[src/lcdhp_pkg.sv]
// constants, register map and helpers for the lcd host port and driver link
// Function
// - select high reaches data, low instruction/status
// - read_write_select low writes, high reads
// - transfers happen only on bus strobe
// - upper lines driven only during reads
// - latch_pulse latches shifted pattern into driver
// - shift_clock advances pattern one position
// - ac_phase_toggle alternates liquid crystal drive
// - serial pattern bit one selects segment
// - unused commons carry non-selection waveform
// - external clock taken from oscillator_input
// - busy refuses new instruction writes
// - status read gives busy and pointer
package lcdhp_pkg;
    // apb register byte offsets
    localparam logic [7:0] OFS_CTRL = 8'h00;
    localparam logic [7:0] OFS_STATUS = 8'h04;
    localparam logic [7:0] OFS_MASK = 8'h08;
    localparam logic [7:0] OFS_HOSTWR = 8'h0C;
    localparam logic [7:0] OFS_ADDRPTR = 8'h10;
    localparam logic [7:0] OFS_BUSYLEN = 8'h14;
    localparam logic [7:0] OFS_PATTERN = 8'h18;
    // control fields
    localparam int CTRL_FOUR_BIT = 0;
    localparam int CTRL_EXT_OSC = 1;
    localparam int CTRL_SCAN_EN = 2;
    localparam int CTRL_DUTY_LO = 4;
    // status / mask fields
    localparam int EV_INSTR_WR = 0;
    localparam int EV_DATA_WR = 1;
    localparam int EV_DATA_RD = 2;
    localparam int ST_BUSY = 8;
    localparam int NUM_EV = 3;
    // duty codes
    localparam logic [1:0] DUTY_8 = 2'h0;
    localparam logic [1:0] DUTY_11 = 2'h1;
    // reset values
    localparam logic [15:0] BUSYLEN_RST = 16'h0028;
    localparam logic [31:0] PATTERN_RST = 32'h0000_0000;
    // timing
    localparam int PERIOD_NS = 8;
    localparam int T_CLKW_NS = 800;
    localparam int DIV_CYC = (T_CLKW_NS + PERIOD_NS - 1) / PERIOD_NS;
    localparam int SEG_BITS = 32;
    localparam int NUM_COM = 16;

    function automatic logic [4:0] lcdhp_rows(input logic [1:0] duty);
        unique case (duty)
            DUTY_8: lcdhp_rows = 5'h08;
            DUTY_11: lcdhp_rows = 5'h0B;
            default: lcdhp_rows = 5'h10;
        endcase
    endfunction
endpackage

[src/lcdhp_scan_if.sv]
// control bundle between the host port core and the driver link scanner
`timescale 1ns/1ps
interface lcdhp_scan_if;
    logic tick;
    logic enable;
    logic [1:0] duty;
    logic [31:0] pattern;
    modport ctl (output tick, output enable, output duty, output pattern);
    modport scan (input tick, input enable, input duty, input pattern);
endinterface

[src/lcdhp_top.sv]
// lcd controller host port with apb registers and driver link
//
// Chosen here: the APB slave port and the address map.
`timescale 1ns/1ps
module lcdhp_top (
    input wire logic pclk,
    input wire logic presetn,
    input wire logic psel,
    input wire logic penable,
    input wire logic pwrite,
    input wire logic [7:0] paddr,
    input wire logic [31:0] pwdata,
    output logic [31:0] prdata,
    output logic pready,
    output logic pslverr,
    input wire logic register_select,
    input wire logic read_write_select,
    input wire logic bus_strobe,
    input wire logic [3:0] upper_data_lines_in,
    output logic [3:0] upper_data_lines_out,
    output logic upper_data_lines_oe,
    input wire logic [3:0] lower_data_lines_in,
    output logic [3:0] lower_data_lines_out,
    output logic lower_data_lines_oe,
    input wire logic oscillator_input,
    output logic shift_clock,
    output logic latch_pulse,
    output logic serial_pattern_out,
    output logic ac_phase_toggle,
    output logic [15:0] common_outputs,
    output logic irq
);
    typedef struct packed {
        logic pready;
        logic pslverr;
        logic [31:0] prdata;
        logic four_bit;
        logic ext_osc;
        logic scan_en;
        logic [1:0] duty;
        logic [2:0] status;
        logic [2:0] mask;
        logic [7:0] instr;
        logic [7:0] wdata;
        logic [6:0] addr_ptr;
        logic [7:0] rdata_host;
        logic [15:0] busy_len;
        logic [15:0] busy_cnt;
        logic [31:0] pattern;
        logic e_prev;
        logic osc_prev;
        logic [6:0] div_cnt;
        logic tick;
        logic nib_second;
        logic [3:0] nib_buf;
        logic [3:0] up_out;
        logic up_oe;
        logic [3:0] lo_out;
        logic lo_oe;
        logic irq;
    } lcdhp_top_st_t;
    lcdhp_top_st_t r_reg;
    lcdhp_top_st_t r_next;

    logic [11:0] sync_q;
    logic rs_s;
    logic rw_s;
    logic e_s;
    logic osc_s;
    logic [3:0] up_s;
    logic [3:0] lo_s;
    logic e_rise;
    logic e_fall;
    logic busy;
    logic complete;
    logic [2:0] ev;
    logic [7:0] rd_byte;
    logic [7:0] wr_byte;
    logic apb_wr;
    logic [31:0] rd_val;
    logic rd_err;

    lcdhp_sync #(.W(12)) u_sync (
        .clk(pclk),
        .rst_n(presetn),
        .d({oscillator_input, bus_strobe, read_write_select,
            register_select, upper_data_lines_in, lower_data_lines_in}),
        .q(sync_q)
    );
    assign {osc_s, e_s, rw_s, rs_s, up_s, lo_s} = sync_q;

    assign e_rise = e_s && !r_reg.e_prev;
    assign e_fall = !e_s && r_reg.e_prev;
    assign busy = r_reg.busy_cnt != 16'h0000;
    assign complete = !r_reg.four_bit || r_reg.nib_second;
    // status byte: busy on the top line, pointer below
    assign rd_byte = rs_s ? r_reg.rdata_host : {busy, r_reg.addr_ptr};
    assign wr_byte = r_reg.four_bit ? {r_reg.nib_buf, up_s} : {up_s, lo_s};
    assign apb_wr = psel && penable && pwrite && r_reg.pready;

    always_comb begin
        rd_val = 32'h0000_0000;
        rd_err = 1'b0;
        unique case (paddr)
            lcdhp_pkg::OFS_CTRL: begin
                rd_val[lcdhp_pkg::CTRL_FOUR_BIT] = r_reg.four_bit;
                rd_val[lcdhp_pkg::CTRL_EXT_OSC] = r_reg.ext_osc;
                rd_val[lcdhp_pkg::CTRL_SCAN_EN] = r_reg.scan_en;
                rd_val[lcdhp_pkg::CTRL_DUTY_LO +: 2] = r_reg.duty;
            end
            lcdhp_pkg::OFS_STATUS: begin
                rd_val[2:0] = r_reg.status;
                rd_val[lcdhp_pkg::ST_BUSY] = busy;
            end
            lcdhp_pkg::OFS_MASK: rd_val[2:0] = r_reg.mask;
            lcdhp_pkg::OFS_HOSTWR: rd_val[15:0] = {r_reg.wdata, r_reg.instr};
            lcdhp_pkg::OFS_ADDRPTR:
                rd_val[15:0] = {r_reg.rdata_host, 1'b0, r_reg.addr_ptr};
            lcdhp_pkg::OFS_BUSYLEN: rd_val[15:0] = r_reg.busy_len;
            lcdhp_pkg::OFS_PATTERN: rd_val = r_reg.pattern;
            default: rd_err = 1'b1;
        endcase
    end

    always_comb begin
        r_next = r_reg;
        ev = '0;
        // apb: one wait state, answer registered
        r_next.pready = psel && penable && !r_reg.pready;
        if (psel && penable && !r_reg.pready) begin
            r_next.prdata = pwrite ? 32'h0000_0000 : rd_val;
            r_next.pslverr = rd_err;
        end
        if (apb_wr && !rd_err) begin
            unique case (paddr)
                lcdhp_pkg::OFS_CTRL: begin
                    r_next.four_bit = pwdata[lcdhp_pkg::CTRL_FOUR_BIT];
                    r_next.ext_osc = pwdata[lcdhp_pkg::CTRL_EXT_OSC];
                    r_next.scan_en = pwdata[lcdhp_pkg::CTRL_SCAN_EN];
                    r_next.duty = pwdata[lcdhp_pkg::CTRL_DUTY_LO +: 2];
                    r_next.nib_second = 1'b0;
                end
                lcdhp_pkg::OFS_STATUS: r_next.status = r_reg.status & ~pwdata[2:0];
                lcdhp_pkg::OFS_MASK: r_next.mask = pwdata[2:0];
                lcdhp_pkg::OFS_ADDRPTR: begin
                    r_next.addr_ptr = pwdata[6:0];
                    r_next.rdata_host = pwdata[15:8];
                end
                lcdhp_pkg::OFS_BUSYLEN: r_next.busy_len = pwdata[15:0];
                lcdhp_pkg::OFS_PATTERN: r_next.pattern = pwdata;
                default: ;
            endcase
        end
        // host port
        r_next.e_prev = e_s;
        if (busy) begin
            r_next.busy_cnt = r_reg.busy_cnt - 16'h0001;
        end
        if (e_rise && rw_s) begin
            r_next.up_oe = 1'b1;
            if (r_reg.four_bit) begin
                r_next.up_out = r_reg.nib_second ? rd_byte[3:0] : rd_byte[7:4];
            end else begin
                r_next.up_out = rd_byte[7:4];
                r_next.lo_out = rd_byte[3:0];
                r_next.lo_oe = 1'b1;
            end
        end
        if (e_fall) begin
            r_next.up_oe = 1'b0;
            r_next.lo_oe = 1'b0;
            if (r_reg.four_bit) begin
                r_next.nib_second = !r_reg.nib_second;
                r_next.nib_buf = up_s;
            end
            if (complete && rw_s && rs_s) begin
                ev[lcdhp_pkg::EV_DATA_RD] = 1'b1;
            end
            if (complete && !rw_s && rs_s) begin
                r_next.wdata = wr_byte;
                r_next.busy_cnt = r_reg.busy_len;
                ev[lcdhp_pkg::EV_DATA_WR] = 1'b1;
            end
            if (complete && !rw_s && !rs_s && !busy) begin
                r_next.instr = wr_byte;
                r_next.busy_cnt = r_reg.busy_len;
                ev[lcdhp_pkg::EV_INSTR_WR] = 1'b1;
            end
        end
        // set wins over a same-cycle clear
        r_next.status = r_next.status | ev;
        r_next.irq = |(r_next.status & r_next.mask);
        // operating tick: divider or external oscillator edge
        r_next.osc_prev = osc_s;
        r_next.tick = 1'b0;
        if (r_reg.ext_osc) begin
            r_next.tick = osc_s && !r_reg.osc_prev;
            r_next.div_cnt = '0;
        end else if (r_reg.div_cnt == 7'(lcdhp_pkg::DIV_CYC - 1)) begin
            r_next.div_cnt = '0;
            r_next.tick = 1'b1;
        end else begin
            r_next.div_cnt = r_reg.div_cnt + 7'h01;
        end
    end

    always_ff @(posedge pclk or negedge presetn) begin
        if (!presetn) begin
            r_reg <= '{busy_len: lcdhp_pkg::BUSYLEN_RST,
                pattern: lcdhp_pkg::PATTERN_RST, default: '0};
        end else begin
            r_reg <= r_next;
        end
    end

    lcdhp_scan_if u_if ();
    assign u_if.tick = r_reg.tick;
    assign u_if.enable = r_reg.scan_en;
    assign u_if.duty = r_reg.duty;
    assign u_if.pattern = r_reg.pattern;

    lcdhp_scan u_scan (
        .pclk(pclk),
        .presetn(presetn),
        .ctl(u_if.scan),
        .shift_clock(shift_clock),
        .latch_pulse(latch_pulse),
        .serial_pattern_out(serial_pattern_out),
        .ac_phase_toggle(ac_phase_toggle),
        .common_outputs(common_outputs)
    );

    assign prdata = r_reg.prdata;
    assign pready = r_reg.pready;
    assign pslverr = r_reg.pslverr;
    assign upper_data_lines_out = r_reg.up_out;
    assign upper_data_lines_oe = r_reg.up_oe;
    assign lower_data_lines_out = r_reg.lo_out;
    assign lower_data_lines_oe = r_reg.lo_oe;
    assign irq = r_reg.irq;
endmodule // lcdhp_top

[src/lcdhp_sync.sv]
// two flip-flop synchroniser for asynchronous inputs
`timescale 1ns/1ps
module lcdhp_sync #(
    parameter int W = 1
) (
    input wire logic clk,
    input wire logic rst_n,
    input wire logic [W-1:0] d,
    output logic [W-1:0] q
);
    typedef struct packed {
        logic [W-1:0] s1;
        logic [W-1:0] s2;
    } lcdhp_sync_st_t;
    lcdhp_sync_st_t st_reg;
    lcdhp_sync_st_t st_next;

    always_comb begin
        st_next.s1 = d;
        st_next.s2 = st_reg.s1;
    end

    always_ff @(posedge clk or negedge rst_n) begin
        if (!rst_n) begin
            st_reg <= '0;
        end else begin
            st_reg <= st_next;
        end
    end

    assign q = st_reg.s2;
endmodule // lcdhp_sync

[src/lcdhp_scan.sv]
// serial pattern scanner toward the external column driver
`timescale 1ns/1ps
module lcdhp_scan (
    input wire logic pclk,
    input wire logic presetn,
    lcdhp_scan_if.scan ctl,
    output logic shift_clock,
    output logic latch_pulse,
    output logic serial_pattern_out,
    output logic ac_phase_toggle,
    output logic [15:0] common_outputs
);
    typedef enum logic [2:0] {S_IDLE, S_SET, S_HIGH, S_HOLD, S_LATCH}
        lcdhp_phase_t;
    typedef struct packed {
        lcdhp_phase_t ph;
        logic [4:0] bit_idx;
        logic [3:0] row;
        logic clk;
        logic latch;
        logic data;
        logic ac;
        logic [15:0] com;
    } lcdhp_scan_st_t;
    lcdhp_scan_st_t r_reg;
    lcdhp_scan_st_t r_next;
    logic [4:0] rows;
    logic [3:0] row_inc;

    assign rows = lcdhp_pkg::lcdhp_rows(ctl.duty);
    assign row_inc = r_reg.row + 4'h1;

    always_comb begin
        r_next = r_reg;
        if (!ctl.enable) begin
            r_next.ph = S_IDLE;
            r_next.clk = 1'b0;
            r_next.latch = 1'b0;
            r_next.data = 1'b0;
            r_next.com = '0;
        end else if (ctl.tick) begin
            unique case (r_reg.ph)
                S_IDLE: begin
                    r_next.ph = S_SET;
                    r_next.row = '0;
                    r_next.bit_idx = '0;
                    r_next.data = ctl.pattern[0];
                    r_next.com = 16'h0001;
                end
                S_SET: begin
                    r_next.clk = 1'b1;
                    r_next.ph = S_HIGH;
                end
                S_HIGH: begin
                    r_next.clk = 1'b0;
                    r_next.ph = S_HOLD;
                end
                S_HOLD: begin
                    if (r_reg.bit_idx == 5'(lcdhp_pkg::SEG_BITS - 1)) begin
                        r_next.latch = 1'b1;
                        r_next.ph = S_LATCH;
                    end else begin
                        r_next.bit_idx = r_reg.bit_idx + 5'h01;
                        r_next.data = ({1'b0, r_reg.row} < rows) &&
                            ctl.pattern[r_next.bit_idx];
                        r_next.ph = S_SET;
                    end
                end
                S_LATCH: begin
                    r_next.latch = 1'b0;
                    r_next.row = row_inc;
                    r_next.bit_idx = '0;
                    if (r_reg.row == 4'hF) begin
                        r_next.ac = !r_reg.ac;
                    end
                    // rows past the duty stay unselected
                    r_next.com = ({1'b0, row_inc} < rows) ?
                        16'(1) << row_inc : 16'h0000;
                    r_next.data = ({1'b0, row_inc} < rows) &&
                        ctl.pattern[0];
                    r_next.ph = S_SET;
                end
            endcase
        end
    end

    always_ff @(posedge pclk or negedge presetn) begin
        if (!presetn) begin
            r_reg <= '{ph: S_IDLE, default: '0};
        end else begin
            r_reg <= r_next;
        end
    end

    assign shift_clock = r_reg.clk;
    assign latch_pulse = r_reg.latch;
    assign serial_pattern_out = r_reg.data;
    assign ac_phase_toggle = r_reg.ac;
    assign common_outputs = r_reg.com;
endmodule // lcdhp_scan

[config.mk]
export PLATFORM = sky130hd
export DESIGN_NAME = lcdhp_top
export DESIGN_NICKNAME = d
export VERILOG_FILES = /design/src/lcdhp_pkg.sv /design/src/lcdhp_scan_if.sv /design/src/lcdhp_top.sv /design/src/lcdhp_sync.sv /design/src/lcdhp_scan.sv
export SDC_FILE = /design/constraint.sdc
export NUM_CORES = 1
export LEC_CHECK = 0
export ABC_AREA = 1
export BUFFER_PORTS_ARGS = -buffer_cell sky130_fd_sc_hd__buf_4
export CORE_AREA = 2 2 162 282
export CTS_CLUSTER_SIZE = 10
export DETAILED_ROUTE_END_ITERATION = 7
export DIE_AREA = 0 0 164 284
export GPL_TIMING_DRIVEN = 0
export PLACE_DENSITY = 0.47
export RECOVER_POWER = 50
export SLEW_MARGIN = 20
export SYNTH_ARGS = -nofsm -noshare
export SYNTH_HDL_FRONTEND = slang
export SYNTH_SLANG_ARGS = --single-unit
[constraint.sdc]
create_clock -name pclk -period 1.65 [get_ports pclk]
set_input_delay 0.165 -clock pclk [delete_from_list [all_inputs] [get_ports pclk]]
set_output_delay 0.165 -clock pclk [all_outputs]
set_load 0.02 [all_outputs]
# Word level (Yosys, flattened, before mapping)
# Cells that the tools add are included.
[totals] word_cells=183 inputBits=57 register_bits=222
[op_classes] muxes=56 bitwise=5 magnitude_cmp=3 reduce_logical=54 n_eq_ne=23 shift=1 n_addsub=4
[op_table] op="$mux 16" count=7
[op_table] op="$mux 32" count=2
[op_table] op="$pmux 16 s2" count=1
[op_table] op="$pmux 7 s4" count=1
[op_table] op="$eq 8x5->1 const B" count=3
[op_table] op="$mux 8" count=3
[op_table] op="$reduce_and 2->1" count=11
[op_table] op="$pmux 3 s7" count=1
[op_table] op="$mux 5" count=4
[op_table] op="$pmux 5 s2" count=2
[op_table] op="$mux 3" count=6
[op_table] op="$logic_and 1x1->1" count=17
[op_table] op="$eq 8x4->1 const B" count=2
[op_table] op="$reduce_bool 16->1" count=1
[op_table] op="$shl 1x4->16 const A" count=1
[op_table] op="$sub 16x1->16 const B" count=1
[op_table] op="$mux 1" count=14
[op_table] op="$mux 6" count=2
[op_table] op="$pmux 3 s4" count=1
[op_table] op="$logic_not 1->1" count=10
[op_table] op="$lt 4x5->1" count=2
[op_table] op="$pmux 2 s5" count=1
[op_table] op="$ne 3x1->1 const B" count=3
[op_table] op="$reduce_and 3->1" count=3
[op_table] op="other kinds (39)" count=47

# Logic depth before layout (Yosys ltp)
[logic_depth] ltp_word=10 depth_mapped=13 depth_no_buf=13

# Hierarchy
# Synthesis repeated with hierarchy kept, for this count alone.
[unflattened] cells_unflattened=1252 area_unflattened_um2=10605.2
[by_module_without_submodules] mod="lcdhp_top" cells_per_inst=951 instances=1 area_each_um2=7857.5 seq_area_each_um2=4156.5
[by_module_without_submodules] mod="lcdhp_scan" cells_per_inst=277 instances=1 area_each_um2=2147.1 seq_area_each_um2=800.8
[by_module_without_submodules] mod="lcdhp_sync" cells_per_inst=24 instances=1 area_each_um2=600.6 seq_area_each_um2=600.6

# Least setup slack after synthesis
# No wires, ideal clock.
[synth_timing] kind="reg2reg" startpoint="register u_scan.r_reg[20] (netlist name)" endpoint="register u_scan.r_reg, in the netlist u_scan.common_outputs[10]" setup_time_ns=0.083 synth_period_minus_slack_ns=1.754 arrival_ns=1.670 n_path_buf=0 required_ns=1.567 path_stages_with_launch=9 setup_slack_ns=-0.104 cell_sequence="dfrtp_1 -> inv_1 -> ha_1 -> ha_1 -> o21ai_0 -> nand2_1 -> o21ai_1 -> nand3_2 -> o22ai_1"
[synth_between] elab_chain_cells=6 elab_cells_between_ends=7 cone_classes="1 x add/sub; 1 x order compare; 1 x shift; 4 x mux"
[synth_lines] element="start, declared" line="lcdhp_scan.sv:25" source="lcdhp_scan_st_t r_reg;"
[synth_lines] element="start signal, assigned" line="lcdhp_scan.sv:91" source="r_reg <= r_next;"
[synth_lines] element="$add 4x1->4 (*)" line="lcdhp_scan.sv:31" source="assign row_inc = r_reg.row + 4'h1;"
[synth_lines] element="$lt 4x5->1 / $shl 1x4->16 (equally long branches)" line="lcdhp_scan.sv:77, lcdhp_scan.sv:78"
[synth_lines] element="$mux 16 (*)" line="lcdhp_scan.sv:77" source="r_next.com = ({1'b0, row_inc} < rows) ?"
[synth_lines] element="$pmux 16 s2 (*)" line="lcdhp_scan.sv:42" source="unique case (r_reg.ph)"
[synth_lines] element="$mux 32 (*)" line="lcdhp_scan.sv:41" source="end else if (ctl.tick) begin"
[synth_lines] element="$mux 16 (*)" line="lcdhp_scan.sv:35" source="if (!ctl.enable) begin"
# Mark *: on every way between the ends. The rest lies on a longest branch, timed or not. The select of a mux whose other input is x is not followed.
# A chain may end at the register's enable or synchronous reset.

# Final worst setup path
[layout_timing] startpoint="register u_scan.r_reg[21] (netlist name)" endpoint="register u_scan.r_reg, in the netlist u_scan.common_outputs[11]"
# Same word-level chain as after synthesis.

==> impl_summary.txt <==
----------------------------------------------------
[Clocking]
  Maximum root-to-sink buffer count ... 3
  Later-pin clock latency in the skew report ... 550 ps
  Cts bufs inserted ... 26
  TritonCTS clock tree ... yes
  H-tree Lvls ... 1
  Post-CTS clock slew at the launch and capture registers of the worst setup and hold paths ... about 60 ps
  CTS root buffer ... sky130_fd_sc_hd__clkbuf_16
  TritonCTS Sinks ... roughly 220

[Drt]
  Routed wire length ... approximately 34000 microns
  Number of detailed-route iterations in the first pass ... 6
  Drc violations ... 0
  Avg WL per Cell ... about 16 microns
  Vias per inst ... 4.34
  Number of nets with antenna violations after routing ... 0
  Total via count in the routed design ... 8880
  First DRT Iteration DRCs ... 443

[Floorplanning]
  Boundary Pins ... 122
  Chip Height ... 284 microns
  Initial Util ... 0.238
  Die area ... 46600 sq um
  Core box area ... between 40000 and 50000 sq um
  Die width ... between 150 and 200 microns
  Floorplan row count ... around 100

[Synth]
  Post-Syn Area ... 10500 sq um
  Number of nets in the synthesized netlist ... around 1300
  Post-synthesis register bit count ... roughly 220
  Syn Inst Count ... approximately 1200
  Unique masters post-synth ... between 40 and 50
  Average cell area after synthesis ... 8.54 sq um
  Synth warnings ... 0
  Seq/Total Area, Yosys ... 0.528

[Place]
  Port bufs ... 121
  Final weighted congestion in routability-driven placement ... 0.852
  Instance area after placement ... 12200 sq um
  Estimated wirelength of the detail-placed design ... ~26000 microns

[Timing]
  Setup violators final ... 11
  Final Worst Setup Slack ... -59.1 ps
  Max Fclk ... just under 0.6 GHz
  Final-layout setup total negative slack ... -308 ps
  Hold Fails Final Rpt ... 0
  Minimum clock period ... roughly 1700 ps
  Number of max-slew violations in the final report ... 0
  Period Utilization, post-route ... 1.04
  Setup repair after global routing missed its margin ... true
  Worst setup skew after layout ... ~18 ps
  Slew at the pin closest to its max-slew limit ... approximately 1100 ps
  Worst rel slew slack ... 0.297

[GRT]
  Wire length of the first global-routing pass ... 51800 microns
  Pin count of the biggest net entering global routing ... between 90 and 100
  Initial antenna violation count ... 1
  Vias in the first global route ... ~9000
  Total global routing overflow ... 0
  Total GRT Usage ... 0.145

[Run status]
  Failing checks ... negative setup slack
  Status ... finished, violations left

[Cells and area]
  Max FFs per register ... between 80 and 90
  Most frequent standard cell in the layout excluding fill and tap cells ... sky130_fd_sc_hd__nand2_1
  Signed area change from the synthesized netlist to the final layout ... 34.3%
  Fraction of final layout cells with drive strength greater than 1 ... 0.265
  Final std cell area, no fill ... approximately 14000 sq um
  Most used cells in the layout excluding fill and tap cells ... sky130_fd_sc_hd__nand2_1 (333), sky130_fd_sc_hd__dfrtp_1 (216), sky130_fd_sc_hd__buf_4 (194)
  Nets ... ~1500
  Total of fill cells in the finished design ... about 4600

[Setup path]
  Crit path top cell by count ... sky130_fd_sc_hd__ha_4
  Critical Path Sink Type ... flop
  Crit path DAT ... 2170 ps
  Biggest fanout along the worst timing path ... 7
  Crit path kind ... flop to flop
  Critical-path cell list ... inv_2 > ha_4 > ha_4 > o21ai_2 > nand2_2 > o21ai_4 > nand3_4 > o22ai_2
  Cell with the largest stage delay on the worst path ... sky130_fd_sc_hd__dfrtp_2
  Worst EP required ... 2110 ps
  Worst r2r src ... u_scan.r_reg[21]
  Flop-to-flop setup slack ... -60 ps
  CP peak stage delay ... ~450 ps
  Nature of the critical path startpoint ... flop
  Endpoint of the lowest-slack register-to-register path ... u_scan.common_outputs[11]
  Logic depth of the worst register-to-register path ... 8

[Pwr]
  Leakage ... 6.72 nW
  Cell Pwr Density ... 921 nW/um^2
  Worst IR Drop VDD ... approximately 800 uV

[Worst hold path]
  Launch instance of the worst min-delay path ... pwdata[0]
  End point of the worst hold path ... u_if.pattern[0]
  Worst min path class ... input pin to flop
  Cell count of the worst hold path ... 3

[Job]
  Maxcap violations ... 0

----------------------------------------------------
## cells in the mapped netlist, drive strengths merged
master | n | area share
and2 | 1 | 0.00060
o22ai | 22 | 0.014
inv | 130 | 0.046
a211oi | 1 | 0.00071
a31oi | 3 | 0.0018
or2 | 1 | 0.00060
nor3b | 1 | 0.00071
o31ai | 2 | 0.0014
nor2 | 69 | 0.028
clkinv | 2 | 0.0012
nand2 | 354 | 0.13
xnor2 | 4 | 0.0033
a21oi | 19 | 0.0090
a32o | 16 | 0.015
o211ai | 6 | 0.0043
nand4 | 4 | 0.0024
o2111ai | 3 | 0.0025
xor2 | 11 | 0.0092
nand3 | 83 | 0.041
a21boi | 1 | 0.00071
and3 | 2 | 0.0012
o21ai | 152 | 0.074
dfrtp | 220 | 0.52
dfstp | 2 | 0.0050
nand3b | 1 | 0.00071
clkbuf | 9 | 0.0033
buf | 86 | 0.057
a22o | 4 | 0.0033
nor3 | 10 | 0.0058
a21o | 1 | 0.00071
ha | 12 | 0.014
## logic make-up (layout without fill, tap and decap cells)
kind of cell,Yosys count,after routing,synth area share
AO/OA/AOI/OAI,230,230,0.127
XOR/XNOR,15,15,0.0125
adder cells (fa/ha/maj),12,12,0.0143
buffers and inverters,227,469,0.108
flip-flops,222,222,0.528
other,0,1,0
AND/OR/NAND/NOR,526,526,0.210
## worst max-delay path, delay by kind of cell (launching register included)
kind	cells	cell delay, ps
DFF	1	450
adders and majority gates	2	440
AOI/OAI and AO/OA	3	380
and+or+nand+nor	2	250
buffers and inverters	1	90
## power breakdown
group | internal [mW] | leakage (nW) | switching [mW] | total (mW)
Clock | 3.06 | 0.361 | 2.25 | 5.30
Combinational | 0.737 | 3.43 | 0.967 | 1.70
Sequential | 5.76 | 2.93 | 0.239 | 5.99
Total | 9.55 | 6.72 | 3.45 | 13.0
## layer usage
| layer | global-route usage | up-vias | wire [microns] |
|---|---|---|---|
| li1 | - | 4402 | - |
| met3 | 0.0149 | 73 | 1050 |
| met5 | 0 | - | 0 |
| met4 | 0.0671 | 0 | 1480 |
| met2 | 0.295 | 192 | 19700 |
| met1 | 0.140 | 4213 | 11500 |
## worst max path at each step
stage	end	start	slack [ps]
after floorplan	u_scan.serial_pattern_out	u_scan.r_reg[20]	8
after global placement	prdata[22]	presetn	-1420
after detailed placement	r_reg[66]	r_reg[58]	-500
after CTS	u_scan.common_outputs[11]	u_scan.r_reg[21]	-30
after global routing	u_scan.serial_pattern_out	u_scan.r_reg[24]	-170
final	u_scan.common_outputs[11]	u_scan.r_reg[21]	-60
## layout make-up
type / count / area (sq um) / area share
inverter: 132 / 520 / 0.0369
sequential: 222 / 5560 / 0.394
clock buffer: 41 / 748 / 0.0530
timing repair buffer: 203 / 1680 / 0.119
tap: 572 / 716 / 0.0507
antenna: 1 / 2.50 / 0.000177
buffer: 93 / 656 / 0.0464
multi-input combinational: 783 / 4240 / 0.300
## repair_timing
item                       4_1_cts  5_1_grt
pin swaps                       19       17
hold buffers                    47        0
resized for setup               68       71
setup buffers                   19       13
setup endpoints to repair       76       71
cloned                           1        0
hold endpoints to repair       137        0
## per-stage QoR
stage	setup slack (ps)	hold WS [ps]	utilization	power [mW]	cells
after global routing	-173	59.4	0.319	13.6	2047
after CTS	-32.0	8.73	0.312	13.1	2033
after global placement	-1420	276	0.275	7.42	1925
after detailed placement	-500	178	0.276	7.45	1927
after floorplan	7.95	-131	-	6.89	1232
final	-59.1	47.1	0.319	13.0	2047
(Power assumes the default switching activity.)
